## src/dwv_pkg.sv

```systemverilog
package dwv_pkg;
    // Watchpoint count and register map of the debug port
    localparam int DWV_NWP = 2;
    localparam logic [4:0] DWV_ADDR_DCTL = 5'h00;
    localparam logic [4:0] DWV_ADDR_DSTAT = 5'h01;
    localparam logic [4:0] DWV_ADDR_VTRAP = 5'h02;
    localparam logic [4:0] DWV_WP_BASE [DWV_NWP] = '{5'h08, 5'h10};
    localparam logic [4:0] DWV_OFF_AVAL = 5'h00;
    localparam logic [4:0] DWV_OFF_AMSK = 5'h01;
    localparam logic [4:0] DWV_OFF_DVAL = 5'h02;
    localparam logic [4:0] DWV_OFF_DMSK = 5'h03;
    localparam logic [4:0] DWV_OFF_CVAL = 5'h04;
    localparam logic [4:0] DWV_OFF_CMSK = 5'h05;

    // Register widths
    localparam int DWV_DCTL_W = 4;
    localparam int DWV_DSTAT_W = 5;
    localparam int DWV_VTRAP_W = 8;
    localparam int DWV_CVAL_W = 9;
    localparam int DWV_CMSK_W = 8;

    // Watchpoint control field positions
    localparam int DWV_CB_ENABLE = 8;
    localparam int DWV_CB_RANGE = 7;
    localparam int DWV_CB_CHAIN = 6;
    localparam int DWV_CB_EXTERN = 5;
    localparam int DWV_CB_PRIV = 4;
    localparam int DWV_CB_MODE = 3;
    localparam int DWV_CB_ISET = 1;
    localparam logic [7:0] DWV_IMODE_DONT_CARE = 8'h05;
    localparam logic [7:0] DWV_CMSK_UNMASKABLE = 8'h08;

    // Debug control and status field positions
    localparam int DWV_DC_STEP = 3;
    localparam int DWV_DC_IRQ_OFF = 2;
    localparam int DWV_DC_REQ = 1;
    localparam int DWV_DC_ACK = 0;

    // Exception vector area and reserved trap slot
    localparam int DWV_VEC_TOP_LO = 5;
    localparam int DWV_VEC_IDX_HI = 4;
    localparam int DWV_VEC_IDX_LO = 2;
    localparam logic [2:0] DWV_VT_RESERVED = 3'h5;

    // Reset values
    localparam logic [3:0] DWV_DCTL_RST = 4'h0;
    localparam logic [7:0] DWV_VTRAP_RST = 8'h00;
    localparam logic [31:0] DWV_WORD_RST = 32'h0000_0000;
    localparam logic [8:0] DWV_CVAL_RST = 9'h000;
    localparam logic [7:0] DWV_CMSK_RST = 8'h00;

    // Single-step sequencer states
    typedef enum logic [2:0] {
        DWV_SS_IDLE = 3'b001,
        DWV_SS_RUN = 3'b010,
        DWV_SS_STOP = 3'b100
    } dwv_step_t;
endpackage

```

## src/dwv_wp_if.sv

```systemverilog
`timescale 1ns/1ps
`default_nettype none
interface dwv_wp_if;
    logic [31:0] ia;
    logic [31:0] id;
    logic ivalid;
    logic iset;
    logic ipriv;
    logic [31:0] da;
    logic [31:0] dd;
    logic dvalid;
    logic dnrw;
    logic [1:0] dmas;
    logic dpriv;
    logic ext;
    logic chain_in;
    logic range_in;
    logic [31:0] aval;
    logic [31:0] amsk;
    logic [31:0] dval;
    logic [31:0] dmsk;
    logic [8:0] cval;
    logic [7:0] cmsk;
    logic addr_hit;
    logic ac_hit;
    logic data_hit;
    logic hit;
    modport unit (
        input ia, id, ivalid, iset, ipriv, da, dd, dvalid, dnrw, dmas, dpriv,
        input ext, chain_in, range_in, aval, amsk, dval, dmsk, cval, cmsk,
        output addr_hit, ac_hit, data_hit, hit
    );
    modport ctrl (
        output ia, id, ivalid, iset, ipriv, da, dd, dvalid, dnrw, dmas, dpriv,
        output ext, chain_in, range_in, aval, amsk, dval, dmsk, cval, cmsk,
        input addr_hit, ac_hit, data_hit, hit
    );
endinterface
`default_nettype wire

```

## src/dwv_debug_watch.sv

```systemverilog
`timescale 1ns/1ps
`default_nettype none
// How it works
// Mode bit zero: comparators watch instruction address, data and control.
// Debugger writes 1 into control mask bits 2 and 0 in instruction mode.
// Instruction control layout: enable, range, chain, extern, privilege, mode, state.
// State bit matches compressed fetches at one, standard fetches at zero.
// Privilege bit matches user fetches at zero, privileged fetches at one.
// Each watchpoint compares its own external condition input.
// Unit 1 chain output is a latch gated by address/control, loaded with data.
// Chain latch clears on control value write and while test reset low.
// Unit 1 address comparator drives unit 0 range input.
// Breakpoint only when enable set; enable bit is never masked.
// Debug control: step, interrupt disable, debug request, debug acknowledge.
// Five-bit status is read only; writes ignored, reads return status.
// Status bits 1 and 0 give synchronised request and acknowledge.
// Status bit 2 gives interrupt enable built from synchronised acknowledge.
// Status bit 3 gives synchronised system access completion.
// Status bit 4 gives instruction set state.
// Vector trap bits: fast interrupt, interrupt, reserved, aborts, software interrupt, undef, reset.
// Trapped exception enters debug as if breakpointed on its vector fetch.
// Exception-entry vector fetch forces the internal breakpoint high.
// Vector trapping uses neither watchpoint comparator.
// Plain branches into the vector area never trigger a trap.
// Mode bit one: comparators watch data address, data and data control.
// Mask bit one removes that value bit from comparison.
// Step bit set on debug exit: one instruction runs, then debug again.
// Reserved trap bit and unused control bits read zero, do nothing.
module dwv_debug_watch (
    input wire logic clk,
    input wire logic nrst,
    input wire logic reg_sel,
    input wire logic reg_write,
    input wire logic [4:0] reg_addr,
    input wire logic [31:0] reg_wdata,
    output logic [31:0] reg_rdata,
    input wire logic [31:0] instr_addr,
    input wire logic [31:0] instr_data,
    input wire logic instr_fetch,
    input wire logic instr_set_state_flag,
    input wire logic fetch_privilege_select,
    input wire logic exception_entry,
    input wire logic [31:0] data_addr,
    input wire logic [31:0] data_bus,
    input wire logic data_access,
    input wire logic data_write,
    input wire logic [1:0] data_size,
    input wire logic data_privilege_select,
    input wire logic external_condition_wp0,
    input wire logic external_condition_wp1,
    input wire logic test_reset_n,
    input wire logic debug_request_ext,
    input wire logic debug_acknowledge,
    input wire logic system_access_complete,
    output logic internal_breakpoint,
    output logic internal_watchpoint,
    output logic debug_request,
    output logic debug_ack_force,
    output logic interrupt_disable
);
    localparam int NSYNC = 5;

    logic [3:0] dctl;
    logic [7:0] vtrap;
    logic [31:0] aval [dwv_pkg::DWV_NWP];
    logic [31:0] amsk [dwv_pkg::DWV_NWP];
    logic [31:0] dval [dwv_pkg::DWV_NWP];
    logic [31:0] dmsk [dwv_pkg::DWV_NWP];
    logic [8:0] cval [dwv_pkg::DWV_NWP];
    logic [7:0] cmsk [dwv_pkg::DWV_NWP];
    logic [dwv_pkg::DWV_NWP-1:0] wp_addr_hit;
    logic [dwv_pkg::DWV_NWP-1:0] wp_ac_hit;
    logic [dwv_pkg::DWV_NWP-1:0] wp_data_hit;
    logic [dwv_pkg::DWV_NWP-1:0] wp_hit;
    logic [dwv_pkg::DWV_NWP-1:0] wp_en;
    logic [dwv_pkg::DWV_NWP-1:0] wp_dmode;
    logic [dwv_pkg::DWV_NWP-1:0] wr_cval;
    logic chain_latch;
    logic [NSYNC-1:0] sync_in;
    logic [NSYNC-1:0] sync_a;
    logic [NSYNC-1:0] sync_b;
    logic trst_s;
    logic req_s;
    logic ack_s;
    logic done_s;
    logic iset_s;
    logic [4:0] status;
    logic wr_en;
    logic rd_en;
    logic [31:0] next_rdata;
    logic [31:0] wp_rdata [dwv_pkg::DWV_NWP];
    logic [dwv_pkg::DWV_NWP-1:0] wp_rsel;
    logic [2:0] vec_idx;
    logic in_vec_area;
    logic vec_hit;
    logic wp_bkpt;
    logic wp_wpt;
    logic ack_q;
    logic leave_debug;
    logic step_hit;
    dwv_pkg::dwv_step_t ss_state;
    dwv_pkg::dwv_step_t next_ss_state;

    // Register port strobes
    assign wr_en = reg_sel && reg_write;
    assign rd_en = reg_sel && !reg_write;

    // Two-flop synchronisers for status and test reset
    assign sync_in = {test_reset_n, debug_request_ext, debug_acknowledge,
        system_access_complete, instr_set_state_flag};
    for (genvar s = 0; s < NSYNC; s++) begin : gen_sync
        always_ff @(posedge clk or negedge nrst) begin
            if (!nrst) begin
                sync_a[s] <= 1'b0;
                sync_b[s] <= 1'b0;
            end else begin
                sync_a[s] <= sync_in[s];
                sync_b[s] <= sync_a[s];
            end
        end
    end
    assign {trst_s, req_s, ack_s, done_s, iset_s} = sync_b;

    // Status word, assembled from synchronised inputs
    assign status = {iset_s,
        done_s,
        !(dctl[dwv_pkg::DWV_DC_IRQ_OFF] || ack_s),
        req_s || dctl[dwv_pkg::DWV_DC_REQ],
        ack_s};

    // Watchpoint units and their register files
    for (genvar g = 0; g < dwv_pkg::DWV_NWP; g++) begin : gen_wp
        logic [4:0] base;
        dwv_wp_if w ();
        dwv_wp_unit u_unit (
            .w(w)
        );
        assign base = dwv_pkg::DWV_WP_BASE[g];
        assign w.ia = instr_addr;
        assign w.id = instr_data;
        assign w.ivalid = instr_fetch;
        assign w.iset = instr_set_state_flag;
        assign w.ipriv = fetch_privilege_select;
        assign w.da = data_addr;
        assign w.dd = data_bus;
        assign w.dvalid = data_access;
        assign w.dnrw = data_write;
        assign w.dmas = data_size;
        assign w.dpriv = data_privilege_select;
        assign w.ext = (g == 0) ? external_condition_wp0 : external_condition_wp1;
        assign w.chain_in = (g == 0) ? chain_latch : 1'b0;
        assign w.range_in = (g == 0) ? wp_addr_hit[1] : 1'b0;
        assign w.aval = aval[g];
        assign w.amsk = amsk[g];
        assign w.dval = dval[g];
        assign w.dmsk = dmsk[g];
        assign w.cval = cval[g];
        assign w.cmsk = cmsk[g];
        assign wp_addr_hit[g] = w.addr_hit;
        assign wp_ac_hit[g] = w.ac_hit;
        assign wp_data_hit[g] = w.data_hit;
        assign wp_hit[g] = w.hit;
        assign wp_en[g] = cval[g][dwv_pkg::DWV_CB_ENABLE];
        assign wp_dmode[g] = cval[g][dwv_pkg::DWV_CB_MODE];
        assign wr_cval[g] = wr_en && (reg_addr == (base | dwv_pkg::DWV_OFF_CVAL));
        assign wp_rsel[g] = (reg_addr & ~dwv_pkg::DWV_OFF_AMSK & ~dwv_pkg::DWV_OFF_DVAL
            & ~dwv_pkg::DWV_OFF_CVAL) == base;
        assign wp_rdata[g] =
            (reg_addr == (base | dwv_pkg::DWV_OFF_AVAL)) ? aval[g] :
            (reg_addr == (base | dwv_pkg::DWV_OFF_AMSK)) ? amsk[g] :
            (reg_addr == (base | dwv_pkg::DWV_OFF_DVAL)) ? dval[g] :
            (reg_addr == (base | dwv_pkg::DWV_OFF_DMSK)) ? dmsk[g] :
            (reg_addr == (base | dwv_pkg::DWV_OFF_CVAL)) ? {23'h000000, cval[g]} :
            (reg_addr == (base | dwv_pkg::DWV_OFF_CMSK)) ? {24'h000000, cmsk[g]} :
            32'h0000_0000;

        // Value and mask register writes
        always_ff @(posedge clk or negedge nrst) begin
            if (!nrst) begin
                aval[g] <= dwv_pkg::DWV_WORD_RST;
                amsk[g] <= dwv_pkg::DWV_WORD_RST;
                dval[g] <= dwv_pkg::DWV_WORD_RST;
                dmsk[g] <= dwv_pkg::DWV_WORD_RST;
                cval[g] <= dwv_pkg::DWV_CVAL_RST;
                cmsk[g] <= dwv_pkg::DWV_CMSK_RST;
            end else if (wr_en) begin
                if (reg_addr == (base | dwv_pkg::DWV_OFF_AVAL)) aval[g] <= reg_wdata;
                if (reg_addr == (base | dwv_pkg::DWV_OFF_AMSK)) amsk[g] <= reg_wdata;
                if (reg_addr == (base | dwv_pkg::DWV_OFF_DVAL)) dval[g] <= reg_wdata;
                if (reg_addr == (base | dwv_pkg::DWV_OFF_DMSK)) dmsk[g] <= reg_wdata;
                if (wr_cval[g]) cval[g] <= reg_wdata[8:0];
                if (reg_addr == (base | dwv_pkg::DWV_OFF_CMSK)) cmsk[g] <= reg_wdata[7:0];
            end
        end
    end

    // Chain latch: unit 1 address/control gates, unit 1 data loads
    always_ff @(posedge clk or negedge nrst) begin
        if (!nrst) begin
            chain_latch <= 1'b0;
        end else if (wr_cval[1] || !trst_s) begin
            chain_latch <= 1'b0;
        end else if (wp_ac_hit[1]) begin
            chain_latch <= wp_data_hit[1];
        end
    end

    // Debug control and vector trap registers; status ignores writes
    always_ff @(posedge clk or negedge nrst) begin
        if (!nrst) begin
            dctl <= dwv_pkg::DWV_DCTL_RST;
            vtrap <= dwv_pkg::DWV_VTRAP_RST;
        end else if (wr_en && reg_addr == dwv_pkg::DWV_ADDR_DCTL) begin
            dctl <= reg_wdata[3:0];
        end else if (wr_en && reg_addr == dwv_pkg::DWV_ADDR_VTRAP) begin
            vtrap <= reg_wdata[7:0] & ~(8'h01 << dwv_pkg::DWV_VT_RESERVED);
        end
    end

    // Read selection
    assign next_rdata =
        (reg_addr == dwv_pkg::DWV_ADDR_DCTL) ? {28'h0000000, dctl} :
        (reg_addr == dwv_pkg::DWV_ADDR_DSTAT) ? {27'h0000000, status} :
        (reg_addr == dwv_pkg::DWV_ADDR_VTRAP) ? {24'h000000, vtrap} :
        wp_rsel[0] ? wp_rdata[0] :
        wp_rsel[1] ? wp_rdata[1] :
        32'h0000_0000;

    always_ff @(posedge clk or negedge nrst) begin
        if (!nrst) begin
            reg_rdata <= 32'h0000_0000;
        end else if (rd_en) begin
            reg_rdata <= next_rdata;
        end
    end

    // Vector trap decode, separate from the comparators
    assign vec_idx = instr_addr[dwv_pkg::DWV_VEC_IDX_HI:dwv_pkg::DWV_VEC_IDX_LO];
    assign in_vec_area = (instr_addr[31:dwv_pkg::DWV_VEC_TOP_LO] == 27'h0000000);
    assign vec_hit = instr_fetch && exception_entry && in_vec_area && vtrap[vec_idx];

    // Enabled watchpoint hits
    assign wp_bkpt = |(wp_hit & wp_en & ~wp_dmode);
    assign wp_wpt = |(wp_hit & wp_en & wp_dmode);

    // Single-step sequencer
    assign leave_debug = ack_q && !debug_acknowledge;
    assign step_hit = (ss_state == dwv_pkg::DWV_SS_STOP) && instr_fetch;
    always_comb begin
        next_ss_state = ss_state;
        case (ss_state)
            dwv_pkg::DWV_SS_IDLE: begin
                if (leave_debug && dctl[dwv_pkg::DWV_DC_STEP]) begin
                    next_ss_state = dwv_pkg::DWV_SS_RUN;
                end
            end
            dwv_pkg::DWV_SS_RUN: begin
                if (debug_acknowledge) begin
                    next_ss_state = dwv_pkg::DWV_SS_IDLE;
                end else if (instr_fetch) begin
                    next_ss_state = dwv_pkg::DWV_SS_STOP;
                end
            end
            dwv_pkg::DWV_SS_STOP: begin
                if (debug_acknowledge || instr_fetch) begin
                    next_ss_state = dwv_pkg::DWV_SS_IDLE;
                end
            end
            default: begin
                next_ss_state = dwv_pkg::DWV_SS_IDLE;
            end
        endcase
    end

    always_ff @(posedge clk or negedge nrst) begin
        if (!nrst) begin
            ss_state <= dwv_pkg::DWV_SS_IDLE;
            ack_q <= 1'b0;
        end else begin
            ss_state <= next_ss_state;
            ack_q <= debug_acknowledge;
        end
    end

    // Registered breakpoint and watchpoint outputs
    always_ff @(posedge clk or negedge nrst) begin
        if (!nrst) begin
            internal_breakpoint <= 1'b0;
            internal_watchpoint <= 1'b0;
        end else begin
            internal_breakpoint <= wp_bkpt || vec_hit || step_hit;
            internal_watchpoint <= wp_wpt;
        end
    end

    // Control outputs to the core
    assign debug_request = dctl[dwv_pkg::DWV_DC_REQ];
    assign debug_ack_force = dctl[dwv_pkg::DWV_DC_ACK];
    assign interrupt_disable = dctl[dwv_pkg::DWV_DC_IRQ_OFF] || debug_acknowledge;

    // Checks
    AST_BKPT_CAUSE: assert property (@(posedge clk) disable iff (!nrst)
        internal_breakpoint |-> $past(wp_bkpt || vec_hit || step_hit))
        else $error("breakpoint without a cause");
    AST_VEC_FORCE: assert property (@(posedge clk) disable iff (!nrst)
        vec_hit |=> internal_breakpoint)
        else $error("trapped vector fetch gave no breakpoint");
    AST_NO_PLAIN_BRANCH: assert property (@(posedge clk) disable iff (!nrst)
        (instr_fetch && !exception_entry && !wp_bkpt && !step_hit) |=> !internal_breakpoint)
        else $error("plain fetch forced a breakpoint");
    AST_CHAIN_CLEAR: assert property (@(posedge clk) disable iff (!nrst)
        wr_cval[1] |=> !chain_latch)
        else $error("chain latch not cleared on control write");
    AST_CHAIN_LOAD: assert property (@(posedge clk) disable iff (!nrst)
        (wp_ac_hit[1] && !wr_cval[1] && trst_s) |=> chain_latch == $past(wp_data_hit[1]))
        else $error("chain latch did not load data result");
    AST_STATUS_RO: assert property (@(posedge clk) disable iff (!nrst)
        (wr_en && reg_addr == dwv_pkg::DWV_ADDR_DSTAT) |=> $stable(dctl) && $stable(vtrap))
        else $error("status write changed a register");
    AST_STATUS_READ: assert property (@(posedge clk) disable iff (!nrst)
        (rd_en && reg_addr == dwv_pkg::DWV_ADDR_DSTAT)
        |=> reg_rdata[1:0] == $past({req_s || dctl[dwv_pkg::DWV_DC_REQ], ack_s}))
        else $error("status read returned wrong request or acknowledge");
    AST_STEP_ENTER: assert property (@(posedge clk) disable iff (!nrst)
        (ss_state == dwv_pkg::DWV_SS_IDLE && leave_debug && dctl[dwv_pkg::DWV_DC_STEP])
        |=> ss_state == dwv_pkg::DWV_SS_RUN)
        else $error("single step not armed on debug exit");
    AST_STEP_STOP: assert property (@(posedge clk) disable iff (!nrst)
        step_hit |=> internal_breakpoint ##1 ss_state == dwv_pkg::DWV_SS_IDLE)
        else $error("single step did not stop after one instruction");
    AST_ISET_MATCH: assert property (@(posedge clk) disable iff (!nrst)
        (!wp_dmode[0] && !cmsk[0][dwv_pkg::DWV_CB_ISET]
        && instr_set_state_flag != cval[0][dwv_pkg::DWV_CB_ISET]) |-> !wp_ac_hit[0])
        else $error("state bit mismatch still matched");
    AST_ENABLE_GATE: assert property (@(posedge clk) disable iff (!nrst)
        (!wp_en[0] && !wp_en[1] && !vec_hit && !step_hit) |=> !internal_breakpoint)
        else $error("disabled watchpoint raised breakpoint");

    COV_VEC: cover property (@(posedge clk) disable iff (!nrst) vec_hit ##1 internal_breakpoint);
    COV_CHAIN: cover property (@(posedge clk) disable iff (!nrst) chain_latch && wp_hit[0]);
    COV_RANGE: cover property (@(posedge clk) disable iff (!nrst) wp_addr_hit[1] && wp_hit[0]);
    COV_STEP: cover property (@(posedge clk) disable iff (!nrst)
        ss_state == dwv_pkg::DWV_SS_RUN ##[1:20] step_hit);
endmodule
`default_nettype wire

```

## src/dwv_wp_unit.sv

```systemverilog
`timescale 1ns/1ps
`default_nettype none
module dwv_wp_unit (
    dwv_wp_if.unit w
);
    logic mode;
    logic [31:0] addr;
    logic [31:0] data;
    logic valid;
    logic [7:0] obs;
    logic [7:0] ctl_msk;

    // Bus selection by the mode bit
    assign mode = w.cval[dwv_pkg::DWV_CB_MODE];
    assign addr = mode ? w.da : w.ia;
    assign data = mode ? w.dd : w.id;
    assign valid = mode ? w.dvalid : w.ivalid;

    // Observed control vector in register layout
    assign obs = mode ?
        {w.range_in, w.chain_in, w.ext, w.dpriv, 1'b1, w.dmas, w.dnrw} :
        {w.range_in, w.chain_in, w.ext, w.ipriv, 1'b0, 1'b0, w.iset, 1'b0};

    // Mode bit never masked; unused instruction bits are ignored
    assign ctl_msk = (w.cmsk & ~dwv_pkg::DWV_CMSK_UNMASKABLE) |
        (mode ? 8'h00 : dwv_pkg::DWV_IMODE_DONT_CARE);

    // Masked comparators
    assign w.addr_hit = valid && (((addr ^ w.aval) & ~w.amsk) == 32'h0000_0000);
    assign w.data_hit = valid && (((data ^ w.dval) & ~w.dmsk) == 32'h0000_0000);
    assign w.ac_hit = w.addr_hit && (((obs ^ w.cval[7:0]) & ~ctl_msk) == 8'h00);
    assign w.hit = w.ac_hit && w.data_hit;
endmodule
`default_nettype wire

```

## config.mk

```make
export PLATFORM = sky130hd
export DESIGN_NAME = dwv_debug_watch
export DESIGN_NICKNAME = d
export VERILOG_FILES = /design/src/dwv_pkg.sv /design/src/dwv_wp_if.sv /design/src/dwv_debug_watch.sv /design/src/dwv_wp_unit.sv
export SDC_FILE = /design/constraint.sdc
export NUM_CORES = 1
export LEC_CHECK = 0
export BUFFER_PORTS_ARGS = -buffer_cell sky130_fd_sc_hd__buf_4
export CAP_MARGIN = 20
export CORE_ASPECT_RATIO = 1.25
export CORE_MARGIN = 2
export CORE_UTILIZATION = 40
export CTS_CLUSTER_DIAMETER = 120
export DETAILED_ROUTE_END_ITERATION = 12
export PLACE_DENSITY = 0.55
export SETUP_SLACK_MARGIN = 0.4
export SYNTH_ARGS = -nofsm -noshare
export SYNTH_HDL_FRONTEND = slang
export SYNTH_SLANG_ARGS = --single-unit
```

## constraint.sdc

```tcl
create_clock -name clk -period 2.7 [get_ports clk]
set_input_delay 0.135 -clock clk [delete_from_list [all_inputs] [get_ports clk]]
set_output_delay 0.135 -clock clk [all_outputs]
set_load 0.1 [all_outputs]
```

==> metrics.txt <==
outcome=finished, violations left; violated checks=negative setup slack; Int Power=~11 mW; total track usage=0.317; area of the multi-input gates=around 9600 µm²; vias in the first global route=between 15000 and 20000; core area=about 46000 µm²; Tcrit/Tclk final=1.02; drt pass-1 iters=5; I/O pins=221; # DRC=0; crit-path cells=buf_12 -> buf_16 -> buf_4 -> mux2i_1 -> xor2_1 -> o22ai_1 -> nor4_1 -> buf_4 -> nand3_2 -> and2b_1 -> a41o_1 -> a21o_1; ant diodes=0; Flop pwr share=0.413; pwr/cell area=676 nW/µm²; Yosys cell types=56; total CTS buffers=40; register area=roughly 8700 µm²; Avg Cell Area, Syn=between 10 and 15 µm²; slowest stage delay, CP=between 0.5 and 0.6 ns; final core utilization=0.514; Layout fillers=a little over 4000; GPL Wtd Cong=roughly 0.95; Final Max Slew Viols=0; Gate Count Post-Synth=~1500; via count=approximately 15000; Slew headroom=0.522; slowest library cell on the worst path=dfrtp_4; H-tree depth=2; Achievable Freq=roughly 360 MHz; final hold vios=0; setup slack after layout=-0.0666 ns; Peak VDD IR=about 0.48 mV; CTS tree=done; share of cells above drive strength 1=0.407; clock skew=around 0.015 ns; Most used DFF post-synth=dfrtp_1; dpl hpwl=56300 µm; Rows=between 80 and 90; crit path DAT=between 3 and 4 ns; top area cells in the synthesized netlist=dfrtp_1 (47%), mux2_2 (18%), mux2i_1 (8.0%); CP endpoint kind=flop; Clock Tree Root=clkbuf_16; Fin Setup TNS=-0.175 ns; Port Buffers=between 200 and 250; RSZ-0062 raised after global routing=yes; Initial DRC Count=~1300; share of power burned in the clock network=0.344; WP data required=approximately 3.2 ns; Die Span X=197 µm; first-pass GRT wire length=109000 µm; reg-to-reg slack, setup=-0.07 ns; Leakage=between 10 and 15 nW; Max Root-Sink Buffers=3; crit path kind=flop to flop; Reg-to-Reg End=internal_breakpoint$_DFF_PN0_; # placed instances=between 2000 and 2500; min Tclk post-route=roughly 2.8 ns; CP Launch Type=flop; Post-Syn Nets=about 1700; WHS=around 0.14 ns; Hold Crit Class=primary input to asynchronous set/reset pin; Wirelength per Cell=roughly 30 µm; DR vias/cell=6.02; filler-free cell count of the finished design=2476; Post-synth EDFFs=0; Post-Synthesis Cell Area=between 15000 and 20000 µm²; number of synthesized register bits=349; gr ovfl total=0; switch share=0.321; sequential fraction of the synthesis area=0.470; Clock transition at path regs=~0.06 ns; Die ar.=48200 µm²; WL final=between 70000 and 80000 µm; DIE HEIGHT=245 µm; setup violators final=3; cell taking the most area after synthesis=dfrtp_1; reg-to-reg startpoint=gen_wp[1].w.cval[3]$_DFFE_PN0P_; ys async rst share=1.00; slew of the pin with the lowest slew margin=0.718 ns; Initial Util=0.404; worst skew pair latency=~0.57 ns; largest net degree at the start of global routing=71; Logic pwr share=0.243; total of max-cap violations=0; r2r worst-path depth=12; area grow syn2layout=27.2%; TritonCTS Sinks=~350; most frequent CP cell=buf_4; nets=2048; P_sw=about 5.1 mW; Synthesis Warnings=0; CP Max Fanout=8; Synth top area share=0.468; initial antenna violation count=0; Antenna Nets Post-Route=0
-- layer usage --
| layer | up-vias | global-route usage | share of wire |
|---|---|---|---|
| li1 | 6413 | - | - |
| met1 | 7715 | 0.403 | 0.41 |
| met2 | 620 | 0.535 | 0.49 |
| met3 | 165 | 0.0444 | 0.055 |
| met4 | 0 | 0.146 | 0.051 |
| met5 | - | 0 | 0 |
-- critical path: cells and delay by family (launching register included) --
kind / cells / cell delay (ns)
AOI/OAI and AO/OA: 3 / 0.37
xor gates and xnor gates: 1 / 0.17
buffers and inverters: 4 / 0.67
DFF: 1 / 0.58
muxes: 1 / 0.21
and+or+nand+nor: 3 / 0.70
-- kinds of logic (layout without fill, tap and decap cells) --
| logic type | Yosys count | after routing | share of synthesized area |
|---|---|---|---|
| mux | 470 | 470 | 0.287 |
| flops | 349 | 349 | 0.470 |
| compound gates | 273 | 273 | 0.101 |
| simple gates | 198 | 198 | 0.0521 |
| xor+xnor | 139 | 139 | 0.0655 |
| buf+inv | 107 | 462 | 0.0254 |
-- how the worst max path moves through the flow --
stage / from / depth (start not counted) / end
finish: gen_wp[1].w.cval[3]$_DFFE_PN0P_ / 12 / internal_breakpoint$_DFF_PN0_
global route: gen_wp[1].w.cval[3]$_DFFE_PN0P_ / 11 / internal_watchpoint$_DFF_PN0_
CTS: gen_wp[1].w.cval[3]$_DFFE_PN0P_ / 10 / internal_watchpoint$_DFF_PN0_
detailed placement: gen_wp[0].w.cval[3]$_DFFE_PN0P_ / 11 / internal_breakpoint$_DFF_PN0_
global placement: gen_wp[0].w.cval[3]$_DFFE_PN0P_ / 11 / internal_breakpoint$_DFF_PN0_
floorplan: gen_wp[1].w.cval[3]$_DFFE_PN0P_ / 11 / internal_watchpoint$_DFF_PN0_
-- flip-flops by register name (all words and copies together) (netlist names), 3 cells and up --
register	cells
dctl	4
gen_wp.w.amsk	64
gen_wp.w.aval	64
gen_wp.w.cmsk	16
gen_wp.w.cval	18
gen_wp.w.dmsk	64
gen_wp.w.dval	64
reg_rdata	32
ss_state	3
sync_a	4
vtrap	7
-- timing repair --
action | 4_1_cts | 5_1_grt
endpoints found under the setup margin | 3 | 3
pin swaps | 18 | 9
buffers inserted | 8 | 3
endpoints found under the hold margin | 359 | 0
resized for setup | 31 | 8
cloned | 1 | 0
hold buffers | 39 | 0
-- power by group through the flow --
stage	sequential, mW	clock [mW]	combinational, mW
after CTS	6.59	5.58	3.83
final	6.61	5.50	3.88
after floorplan	6.61	0	1.93
after global placement	6.67	0	3.58
after detailed placement	6.69	0	3.62
after global routing	6.67	5.77	4.07
-- cells in the final DEF (no fill, tap or decap), types with 5 or more instances in the layout --
cell type and instances:
a21oi_1 33, a221o_1 5, a221oi_1 9, a222oi_1 6
a22o_1 26, a22oi_1 46, a31oi_1 8, and3_1 9
buf_12 17, buf_4 321, clkbuf_1 9, clkbuf_16 41
clkbuf_8 8, clkinv_2 8, dfrtp_1 346, dlygate4sd3_1 39
inv_1 10, mux2_2 301, mux2i_1 139, mux2i_2 8
mux4_2 20, nand2_1 56, nand3_1 28, nand4_1 5
nor2_1 31, nor2b_1 6, nor3_1 13, nor4_1 15
nor4_2 9, o21ai_0 42, o22ai_1 58, o22ai_2 6
xnor2_1 7, xor2_1 129
-- area by class of cell --
class / instances / share of cell area
inverter: 10 / 0.00159
clock buffer: 58 / 0.0495
tap: 585 / 0.0310
sequential: 349 / 0.370
timing repair buffer: 383 / 0.137
clock inverter: 11 / 0.00455
multi-input combinational: 1080 / 0.407
-- metrics by stage --
stage          setup slack, ns  total power [mW]  cell area (µm²)
6_report               -0.0666              16.0            23600
5_1_grt                 -0.196              16.5            23600
4_1_cts                -0.0680              16.0            23600
3_5_place_dp            -0.298              10.3            21700
3_3_place_gp            -0.293              10.3            21700
2_1_floorplan            0.411              8.54            18600
-- synthesized netlist by cell type, types with 8 or more instances --
library cell / number
nor2_1: 36
and3_1: 9
a21oi_1: 34
mux2i_1: 149
mux4_2: 20
xor2_1: 132
nand2_1: 56
o21ai_0: 42
nor4_1: 22
clkbuf_1: 57
o22ai_1: 64
nand3_1: 29
a31oi_1: 8
buf_1: 14
buf_2: 19
a221oi_1: 9
nor3_1: 18
a22oi_1: 46
a22o_1: 26
dfrtp_1: 348
mux2_2: 301
inv_1: 10
Power figures use the tool's default switching activity.
